**src/rtl/meio_pkg.sv**
```systemverilog
// Package with register map, field positions, reset values and timing counts
package meio_pkg;
	// Register byte offsets
	localparam logic [7:0] REG_CTRL = 8'h00;
	localparam logic [7:0] REG_EOM_WIDTH = 8'h04;
	localparam logic [7:0] REG_CMD = 8'h08;
	localparam logic [7:0] REG_STATUS = 8'h0C;
	localparam logic [7:0] REG_PANEL_SAVED = 8'h10;
	// Control register fields
	localparam int CTRL_EXT_TRIGGER_IN_EXT = 0;
	localparam int CTRL_INIT_CONT = 1;
	localparam int CTRL_FILTER_EN = 2;
	localparam int CTRL_EOM_HOLD = 3;
	localparam int CTRL_OUT_BCD = 4;
	localparam int CTRL_SCAN_EN = 5;
	localparam int CTRL_IF_PRINTER = 6;
	localparam int CTRL_W = 7;
	// Command register fields
	localparam int CMD_INIT = 0;
	// Status register fields
	localparam int STAT_ARMED = 0;
	localparam int STAT_EOM = 1;
	localparam int STAT_LOAD_REFUSED = 2;
	// Reset values
	localparam logic [CTRL_W-1:0] CTRL_RESET = 7'h02;
	localparam logic [15:0] EOM_WIDTH_RESET = 16'h000A;
	localparam logic [15:0] PANEL_SAVED_RESET = 16'h0000;
	// Timing, times in ns
	localparam int CLK_PERIOD_NS = 4;
	localparam int EXT_TRIGGER_IN_ON_MIN_NS = 100000;
	localparam int FILTER_ON_NS = 5000000;
	localparam int US_NS = 1000;
	// Least times round up to whole cycles
	localparam int EXT_TRIGGER_IN_ON_CYC = (EXT_TRIGGER_IN_ON_MIN_NS + CLK_PERIOD_NS - 1) / CLK_PERIOD_NS;
	localparam int FILTER_ON_CYC = (FILTER_ON_NS + CLK_PERIOD_NS - 1) / CLK_PERIOD_NS;
	localparam int US_CYC = US_NS / CLK_PERIOD_NS;
	localparam int QUAL_CNT_W = 24;
endpackage : meio_pkg

```
**src/rtl/meio_in_qual.sv**
```systemverilog
// Pin synchroniser and on-time qualifier for the trigger and print inputs
`timescale 1ns/1ns
module meio_in_qual #(
	parameter int ON_CYC = meio_pkg::EXT_TRIGGER_IN_ON_CYC,
	parameter int FILT_CYC = meio_pkg::FILTER_ON_CYC
) (
	// Clock and reset
	input wire logic sys_clk,
	input wire logic rst,
	// Pin and mode
	input wire logic pin_in,
	input wire logic filter_en,
	// Qualified event
	output logic qual_pulse
);
	logic sync1_q;
	logic sync2_q;
	logic fired_q;
	logic [meio_pkg::QUAL_CNT_W-1:0] on_cnt_q;
	logic [meio_pkg::QUAL_CNT_W-1:0] need;

	always_ff @(posedge sys_clk) begin
		if (rst) begin
			sync1_q <= 1'b0;
			sync2_q <= 1'b0;
		end else begin
			sync1_q <= pin_in;
			sync2_q <= sync1_q;
		end
	end

	// longer filter time
	assign need = filter_en ? meio_pkg::QUAL_CNT_W'(FILT_CYC - 1)
		: meio_pkg::QUAL_CNT_W'(ON_CYC - 1);

	// minimum on time
	always_ff @(posedge sys_clk) begin
		if (rst || !sync2_q) begin
			on_cnt_q <= '0;
		end else if (on_cnt_q < need) begin
			on_cnt_q <= on_cnt_q + 1'b1;
		end
	end

	// One event per asserted period; re-armed once the pin drops
	always_ff @(posedge sys_clk) begin
		if (rst || !sync2_q) begin
			fired_q <= 1'b0;
		end else if (qual_pulse) begin
			fired_q <= 1'b1;
		end
	end

	assign qual_pulse = sync2_q && !fired_q && (on_cnt_q >= need);
endmodule : meio_in_qual

```
**src/rtl/meio_eom_gen.sv**
```systemverilog
// End-of-measurement output in pulse or hold mode
`timescale 1ns/1ns
module meio_eom_gen (
	// Clock and reset
	input wire logic sys_clk,
	input wire logic rst,
	// Mode
	input wire logic hold_mode,
	input wire logic [15:0] width_us,
	// Measurement events
	input wire logic meas_begin,
	input wire logic meas_done,
	// Output
	output logic eom_out
);
	logic [7:0] div_q;
	logic us_tick;
	logic [15:0] left_q;
	logic hold_q;

	// Microsecond enable divider; restarts at completion so a pulse never falls short
	always_ff @(posedge sys_clk) begin
		if (rst || us_tick || meas_done) begin
			div_q <= 8'h00;
		end else begin
			div_q <= div_q + 8'h01;
		end
	end
	assign us_tick = (div_q == 8'(meio_pkg::US_CYC - 1));

	// pulse width count
	always_ff @(posedge sys_clk) begin
		if (rst || hold_mode) begin
			left_q <= 16'h0000;
		end else if (meas_done) begin
			left_q <= (width_us == 16'h0000) ? 16'h0001 : width_us;
		end else if (us_tick && left_q != 16'h0000) begin
			left_q <= left_q - 16'h0001;
		end
	end

	// hold until next measurement
	always_ff @(posedge sys_clk) begin
		if (rst || !hold_mode) begin
			hold_q <= 1'b0;
		end else if (meas_done) begin
			hold_q <= 1'b1;
		end else if (meas_begin) begin
			// clear on next begin
			hold_q <= 1'b0;
		end
	end

	// assert on completion
	assign eom_out = hold_mode ? hold_q : (left_q != 16'h0000);
endmodule : meio_eom_gen

```
**src/rtl/meio_top.sv**
```systemverilog
// External control port of the meter: trigger, print, load, judgment, BCD and scan outputs
// Function
// With the internal trigger source selected the external trigger input never starts a measurement.
// The controller holds the external trigger high at least 0.1 ms for it to be recognised.
// The controller keeps the external trigger low at least 1 ms between triggers.
// With the input filter on, trigger and print need a longer on time before acceptance.
// With continuous initiation off the block waits for triggers only after an init command.
// The end-of-measurement output asserts when a measurement completes.
// In pulse mode end-of-measurement stands for the programmed width.
// In hold mode end-of-measurement stands until the next measurement.
// In hold mode end-of-measurement drops when the next measurement begins.
// Output mode picks judgment or BCD outputs, and in BCD mode upper and lower results are ORed.
// In BCD mode the low-digit select picks the lower digits, otherwise the upper are shown.
// Range code outputs are driven only while the low-digit select is high.
// A load strobe switches channels only while the channel switch enable is high.
// Scan total outputs are driven only with scan on and all channels measured.
// A load never restores a panel number under which nothing is saved.
// The print input prints only when the interface is set to the printer.
//
// Implementation choices: the register addresses and the strobed register port.
`timescale 1ns/1ns
module meio_top #(
	parameter int EXT_TRIGGER_IN_ON_CYC = meio_pkg::EXT_TRIGGER_IN_ON_CYC,
	parameter int FILTER_ON_CYC = meio_pkg::FILTER_ON_CYC
) (
	// Clock and reset
	input wire logic sys_clk,
	input wire logic rst,
	// Register port
	input wire logic [7:0] reg_addr,
	input wire logic [31:0] reg_wdata,
	input wire logic reg_wr,
	input wire logic reg_rd,
	output logic [31:0] reg_rdata,
	// Control input pins
	input wire logic ext_trigger_in,
	input wire logic print_in,
	input wire logic load_strobe_in,
	input wire logic [3:0] load_code_in,
	input wire logic channel_switch_enable,
	input wire logic bcd_low_select_in,
	// Measurement core
	input wire logic int_ext_trigger_in_tick,
	input wire logic meas_begin,
	input wire logic meas_complete,
	input wire logic judge_hi_in,
	input wire logic judge_in_in,
	input wire logic judge_lo_in,
	input wire logic [15:0] bcd_upper_in,
	input wire logic [15:0] bcd_lower_in,
	input wire logic [2:0] range_code_in,
	input wire logic scan_all_done,
	input wire logic scan_pass_in,
	input wire logic scan_fail_in,
	input wire logic scan_err_in,
	output logic meas_start_out,
	output logic print_req_out,
	output logic chan_switch_out,
	output logic panel_load_out,
	output logic [3:0] sel_code_out,
	// Output pins
	output logic measurement_done_out,
	output logic upper_limit_judge,
	output logic in_limit_judge,
	output logic lower_limit_judge,
	output logic [15:0] bcd_out,
	output logic [2:0] range_out,
	output logic scan_pass_out,
	output logic scan_fail_out,
	output logic scan_err_out
);
	logic [meio_pkg::CTRL_W-1:0] ctrl_q;
	logic [15:0] eom_width_q;
	logic [15:0] panel_saved_q;
	logic armed_q;
	logic refused_q;
	logic [31:0] rdata_q;
	logic [6:0] pin1_q;
	logic [6:0] pin2_q;
	logic load_prev_q;
	logic ext_trigger_in_qual;
	logic print_qual;
	logic load_edge;
	logic low_sel_s;
	logic mux_en_s;
	logic [3:0] code_s;
	logic init_cmd;
	logic eom;
	logic ext_trigger_in_ext;
	logic init_cont;
	logic bcd_mode;
	logic scan_ok;

	assign ext_trigger_in_ext = ctrl_q[meio_pkg::CTRL_EXT_TRIGGER_IN_EXT];
	assign init_cont = ctrl_q[meio_pkg::CTRL_INIT_CONT];
	assign bcd_mode = ctrl_q[meio_pkg::CTRL_OUT_BCD];
	assign init_cmd = reg_wr && reg_addr == meio_pkg::REG_CMD && reg_wdata[meio_pkg::CMD_INIT];

	// Register writes
	always_ff @(posedge sys_clk) begin
		if (rst) begin
			ctrl_q <= meio_pkg::CTRL_RESET;
			eom_width_q <= meio_pkg::EOM_WIDTH_RESET;
			panel_saved_q <= meio_pkg::PANEL_SAVED_RESET;
		end else if (reg_wr) begin
			case (reg_addr)
				meio_pkg::REG_CTRL: ctrl_q <= reg_wdata[meio_pkg::CTRL_W-1:0];
				meio_pkg::REG_EOM_WIDTH: eom_width_q <= reg_wdata[15:0];
				meio_pkg::REG_PANEL_SAVED: panel_saved_q <= reg_wdata[15:0];
				default: ;
			endcase
		end
	end

	// Read data stand one cycle after the strobe; unmapped reads give zero
	always_ff @(posedge sys_clk) begin
		if (rst || !reg_rd) begin
			rdata_q <= 32'h0000_0000;
		end else begin
			case (reg_addr)
				meio_pkg::REG_CTRL: rdata_q <= 32'(ctrl_q);
				meio_pkg::REG_EOM_WIDTH: rdata_q <= {16'h0000, eom_width_q};
				meio_pkg::REG_STATUS: rdata_q <= {29'h0000_0000, refused_q, eom, armed_q};
				meio_pkg::REG_PANEL_SAVED: rdata_q <= {16'h0000, panel_saved_q};
				default: rdata_q <= 32'h0000_0000;
			endcase
		end
	end
	assign reg_rdata = rdata_q;

	// Pin synchronisers for the remaining inputs
	always_ff @(posedge sys_clk) begin
		if (rst) begin
			pin1_q <= 7'h00;
			pin2_q <= 7'h00;
		end else begin
			pin1_q <= {bcd_low_select_in, channel_switch_enable, load_code_in, load_strobe_in};
			pin2_q <= pin1_q;
		end
	end
	assign code_s = pin2_q[4:1];
	assign mux_en_s = pin2_q[5];
	assign low_sel_s = pin2_q[6];

	meio_in_qual #(
		.ON_CYC(EXT_TRIGGER_IN_ON_CYC),
		.FILT_CYC(FILTER_ON_CYC)
	) u_ext_trigger_in_qual (
		.sys_clk(sys_clk),
		.rst(rst),
		.pin_in(ext_trigger_in),
		.filter_en(ctrl_q[meio_pkg::CTRL_FILTER_EN]),
		.qual_pulse(ext_trigger_in_qual)
	);

	meio_in_qual #(
		.ON_CYC(EXT_TRIGGER_IN_ON_CYC),
		.FILT_CYC(FILTER_ON_CYC)
	) u_print_qual (
		.sys_clk(sys_clk),
		.rst(rst),
		.pin_in(print_in),
		.filter_en(ctrl_q[meio_pkg::CTRL_FILTER_EN]),
		.qual_pulse(print_qual)
	);

	// trigger wait after init
	always_ff @(posedge sys_clk) begin
		if (rst) begin
			armed_q <= 1'b0;
		end else if (init_cmd) begin
			armed_q <= 1'b1;
		end else if (meas_start_out) begin
			armed_q <= 1'b0;
		end
	end

	// source selects the trigger
	assign meas_start_out = (init_cont || armed_q) && (ext_trigger_in_ext ? ext_trigger_in_qual : int_ext_trigger_in_tick);

	// print only to printer
	assign print_req_out = print_qual && ctrl_q[meio_pkg::CTRL_IF_PRINTER];

	// Load strobe edge
	always_ff @(posedge sys_clk) begin
		if (rst) begin
			load_prev_q <= 1'b0;
		end else begin
			load_prev_q <= pin2_q[0];
		end
	end
	assign load_edge = pin2_q[0] && !load_prev_q;

	// channel switch gated; R15 only saved panels load
	always_ff @(posedge sys_clk) begin
		if (rst) begin
			chan_switch_out <= 1'b0;
			panel_load_out <= 1'b0;
			sel_code_out <= 4'h0;
		end else begin
			chan_switch_out <= load_edge && mux_en_s;
			panel_load_out <= load_edge && !mux_en_s && panel_saved_q[code_s];
			if (load_edge) begin
				sel_code_out <= code_s;
			end
		end
	end

	// Refused-load flag: set wins over the write-one clear
	always_ff @(posedge sys_clk) begin
		if (rst) begin
			refused_q <= 1'b0;
		end else if (load_edge && !mux_en_s && !panel_saved_q[code_s]) begin
			refused_q <= 1'b1;
		end else if (reg_wr && reg_addr == meio_pkg::REG_STATUS
			&& reg_wdata[meio_pkg::STAT_LOAD_REFUSED]) begin
			refused_q <= 1'b0;
		end
	end

	meio_eom_gen u_eom (
		.sys_clk(sys_clk),
		.rst(rst),
		.hold_mode(ctrl_q[meio_pkg::CTRL_EOM_HOLD]),
		.width_us(eom_width_q),
		.meas_begin(meas_begin),
		.meas_done(meas_complete),
		.eom_out(eom)
	);
	assign measurement_done_out = eom;

	// judgment or BCD outputs
	always_ff @(posedge sys_clk) begin
		if (rst) begin
			upper_limit_judge <= 1'b0;
			in_limit_judge <= 1'b0;
			lower_limit_judge <= 1'b0;
		end else if (bcd_mode) begin
			upper_limit_judge <= judge_hi_in || judge_lo_in;
			in_limit_judge <= judge_in_in;
			lower_limit_judge <= 1'b0;
		end else begin
			upper_limit_judge <= judge_hi_in;
			in_limit_judge <= judge_in_in;
			lower_limit_judge <= judge_lo_in;
		end
	end

	// digit select; R12 range gated
	always_ff @(posedge sys_clk) begin
		if (rst || !bcd_mode) begin
			bcd_out <= 16'h0000;
		end else begin
			bcd_out <= low_sel_s ? bcd_lower_in : bcd_upper_in;
		end
	end
	always_ff @(posedge sys_clk) begin
		if (rst || !low_sel_s) begin
			range_out <= 3'h0;
		end else begin
			range_out <= range_code_in;
		end
	end

	// scan totals gated
	assign scan_ok = ctrl_q[meio_pkg::CTRL_SCAN_EN] && scan_all_done;
	always_ff @(posedge sys_clk) begin
		if (rst || !scan_ok) begin
			scan_pass_out <= 1'b0;
			scan_fail_out <= 1'b0;
			scan_err_out <= 1'b0;
		end else begin
			scan_pass_out <= scan_pass_in;
			scan_fail_out <= scan_fail_in;
			scan_err_out <= scan_err_in;
		end
	end
endmodule : meio_top

```
**config.mk**
```make
export PLATFORM = sky130hd
export DESIGN_NAME = meio_top
export DESIGN_NICKNAME = d
export VERILOG_FILES = /design/src/rtl/meio_pkg.sv /design/src/rtl/meio_in_qual.sv /design/src/rtl/meio_eom_gen.sv /design/src/rtl/meio_top.sv
export SDC_FILE = /design/constraint.sdc
export NUM_CORES = 1
export LEC_CHECK = 0
export BUFFER_PORTS_ARGS = -buffer_cell sky130_fd_sc_hd__buf_2
export CORE_MARGIN = 3
export CORE_UTILIZATION = 30
export DETAILED_ROUTE_END_ITERATION = 6
export GPL_TIMING_DRIVEN = 0
export PLACE_DENSITY = 0.62
export SLEW_MARGIN = 20
export SYNTH_ARGS = -nofsm -noshare
export SYNTH_HDL_FRONTEND = slang
export SYNTH_SLANG_ARGS = --single-unit
```
**constraint.sdc**
```tcl
create_clock -name sys_clk -period 3.15 [get_ports sys_clk]
set_clock_uncertainty 0.15 [all_clocks]
set_input_delay 0.1575 -clock sys_clk [delete_from_list [all_inputs] [get_ports sys_clk]]
set_output_delay 0.1575 -clock sys_clk [all_outputs]
set_load 0.01 [all_outputs]
```
==> results.cfg <==
[global_routing]
grt_pass1_wl_um = 37900
grt_pass1_vias = 7243
grt_max_degree = 18
grt_usage_pct = 16.2
antenna_found_initial = 3
grt_overflow = 0

[worst_setup_path]
start_kind = register
worst_setup_path_end_kind = output port
path_max_fanout = 8
crit_required_ps = 2840
path_class = register to output port
slowest_delay_ps = 530
slowest_stage = or4b_4
worstPathArrival_ps = 2920
path_buf_inv = 4
crit_path_cell_trace = clkinvlp_4 -> buf_6 -> buf_12 -> ha_4 -> nand3_4 -> or4b_4 -> o211ai_4 -> nor2_4 -> o32a_1 -> nor2_2 -> buf_2
path_delay_family = simple AND/OR/NAND/NOR gates

[flow_run]
maxCapViolCount = 0

[timing]
finalSetupTns_ps = -127
clock.fmax_mhz = 310
finalCriticalPeriod_ps = 3220
post-route-period-util_pct = 102
setup_viol = 2
finalHoldViolations = 0
report.final.slew_viol_count = 0
slew_headroom_pct = 47.2
tightest_slew_ps = 789
worst_slack_ps = -73.5
rsz0062_at_grt = true

[floorplanning]
rows = 59
die_area_mm2 = 0.0290
fp.dieW_um = 170
die_y_um = 170
start_util_pct = 30.8
pin_count = 164
core_area_mm2 = 0.0263

[layout]
seqCellArea_mm2 = 0.00365
area_growth_pct = 34.0
fin_util_pct = 41.3
finalNetCount = 1291
final_layout_size_suffix_gt1_share_pct = 19.6
multi_input_area_mm2 = 0.00430
fillCellCount = 2631

[routing]
wl_met3_um = 1370
drtIter0Drc = 472
avgRoutedWirePerCell_um = 15.9
drc = 0
wl_um = 24100
dr.pass1.iters = 7
ant_nets = 0
routed_via_density = 5.07
vias = 7683
wl_met1_um = 10400
top_layer = met5
dr_wl_met2_um = 11700

[clock_network]
cts_tree = built
clk_latency_ps = 430
cts_made_buffers = 17
clkSlewWorstSetupHoldPaths_ps = 70
cts.sinks = 182
clk_path_buf_depth = 2
cts_root_buf = clkbuf_16
htreeDepth = 4

[synthesis]
ys_seq_elements = 182
synth_warnings = 0
synth_area_mm2 = 0.00809
avgSynthCellArea_um2 = 8.79
yosysSeqAreaShare_pct = 45.0
async_flop_share_pct = 0
synth_edf_count = 0
ys_types = 65
syn_inst = 920
synthFlopType = dfxtp_1

[pwr]
total_power_w = 0.00492
ir_drop_mv = 0.374
p_leak_nw = 4.08
powerDensity_mw_per_mm2 = 453

[place]
hpwl_um = 16400
gp_congestion = 0.882
port_buffers = 129

[hold_path]
hold_path.class = primary input to register

[status]
violations = setup timing
status = finished, violations left
==> routing by layer <==
layer / vias up / global-route usage, %
li1: 3790 / -
met1: 3630 / 20.4
met2: 211 / 26.9
met3: 48 / 3.67
met4: 4 / 6.67
met5: - / 0
==> cell usage after synthesis (all sizes together), types with 2 or more instances <==
library cell	n	area, um^2
nor2b	26	163
nand4b	3	26.3
nor4b	2	23.8
nor3b	3	22.5
nand2b	3	18.8
buf	22	146
xor2	7	61.3
or2	4	25.0
nand3	77	385
inv	16	60.1
o31ai	17	128
nand2	88	330
or3	8	50.1
ha	27	338
nor4bb	3	30.0
mux4	5	113
mux2i	17	170
nor2	78	293
nand4	11	68.8
and3	14	87.6
a2111oi	3	26.3
xnor2	26	228
a22oi	9	67.6
or4	21	169
a31o	5	43.8
and2	15	93.8
dfxtp	182	3640
and4	2	17.5
a211oi	2	15.0
o211ai	4	35.0
clkbuf	40	150
a21oi	81	405
nor3	26	140
o41ai	3	26.3
or4b	2	20.0
a31oi	5	31.3
a222oi	7	70.1
o21ai	20	104
nor4	19	119
==> kinds of logic (layout without fill, tap and decap cells) <==
group           count (synthesis)  count (layout)  synth area share (%)
simple gates                  408             408                  26.1
flops                         182             182                  45.0
compound gates                168             168                  13.1
buf+inv                        79             323                  4.45
xor+xnor                       33              33                  3.57
fa+ha+maj                      27              27                  4.18
mux                            22              22                  3.50
other cells                     1              18                0.0464
==> placed cells by master, fill, tap and decap left out, drive strengths merged, types with 4 or more instances in the layout <==
cell and n:
or2 4, a31o 5, dlygate4sd3 72, nand4 11, ha 27, nor2b 26
clkbuf 57, or3 8, dfxtp 182, nor3 26, a31oi 5, xnor2 26
and2 15, nor4 19, conb 16, nand3 77, nand2 88, mux4 5
a21oi 81, o31ai 17, buf 163, o21ai 20, or4 21, mux2i 17
o211ai 4, xor2 7, and3 14, a222oi 7, a22oi 9, nor2 78
inv 22
==> layout make-up <==
class,instances,share of cell area [%]
inverter,17,0.623
tap,335,3.87
clock buffer,18,3.96
timing repair buffer,213,13.6
sequential,182,33.6
clock inverter,14,1.71
multi-input combinational,674,39.6
antenna,2,0.0462
buffer,61,2.88
==> state kept, by name (all words and copies together) (netlist names), 3 cells and up <==
signal,cells
u_eom.left_q,16
pin1_q,7
u_eom.div_q,8
u_ext_trigger_in_qual.on_cnt_q,24
ctrl_q,7
sel_code_out,4
u_print_qual.on_cnt_q,24
pin2_q,7
eom_width_q,16
panel_saved_q,16
range_out,3
bcd_out,16
reg_rdata,16
==> report_power, final <==
group	leakage (nW)	internal [W]	total (W)	switching (W)
Clock	0.296	0.00127	0.00224	0.000971
Sequential	1.47	0.00232	0.00234	0.0000183
Combinational	2.31	0.000169	0.000330	0.000161
==> what timing repair did <==
item,4_1_cts,5_1_grt
resized for setup,34,6
endpoints found under the setup margin,49,10
hold buffers,72,0
setup buffers,10,2
hold endpoints to repair,76,0
pin swaps,10,3
==> final timing paths <==
check                        endpoint  cells after the start  slack, ps     startpoint
max                    meas_start_out                     11        -70      ctrl_q[2]
min                   u_eom.left_q[1]                      3         20  meas_complete
max reg2reg  u_print_qual.on_cnt_q[6]                     11        120      ctrl_q[2]
min reg2reg                 pin2_q[5]                      1        290      pin1_q[5]
==> stage by stage <==
step	instance area (um^2)	worst slack, ps	cells	hold slack, ps
3_5_place_dp	9210	-949	1399	211
6_report	10800	-73.5	1516	17.2
2_1_floorplan	8150	153	935	125
3_3_place_gp	9210	-966	1399	210
4_1_cts	10800	-118	1513	17.6
5_1_grt	10800	-143	1515	86.4
==> tightest hold or removal path, stage by stage <==
cell      delay, ps
clkbuf_1        220
nand2_1         130
a21oi_1          50
Power figures use the tool's default switching activity.
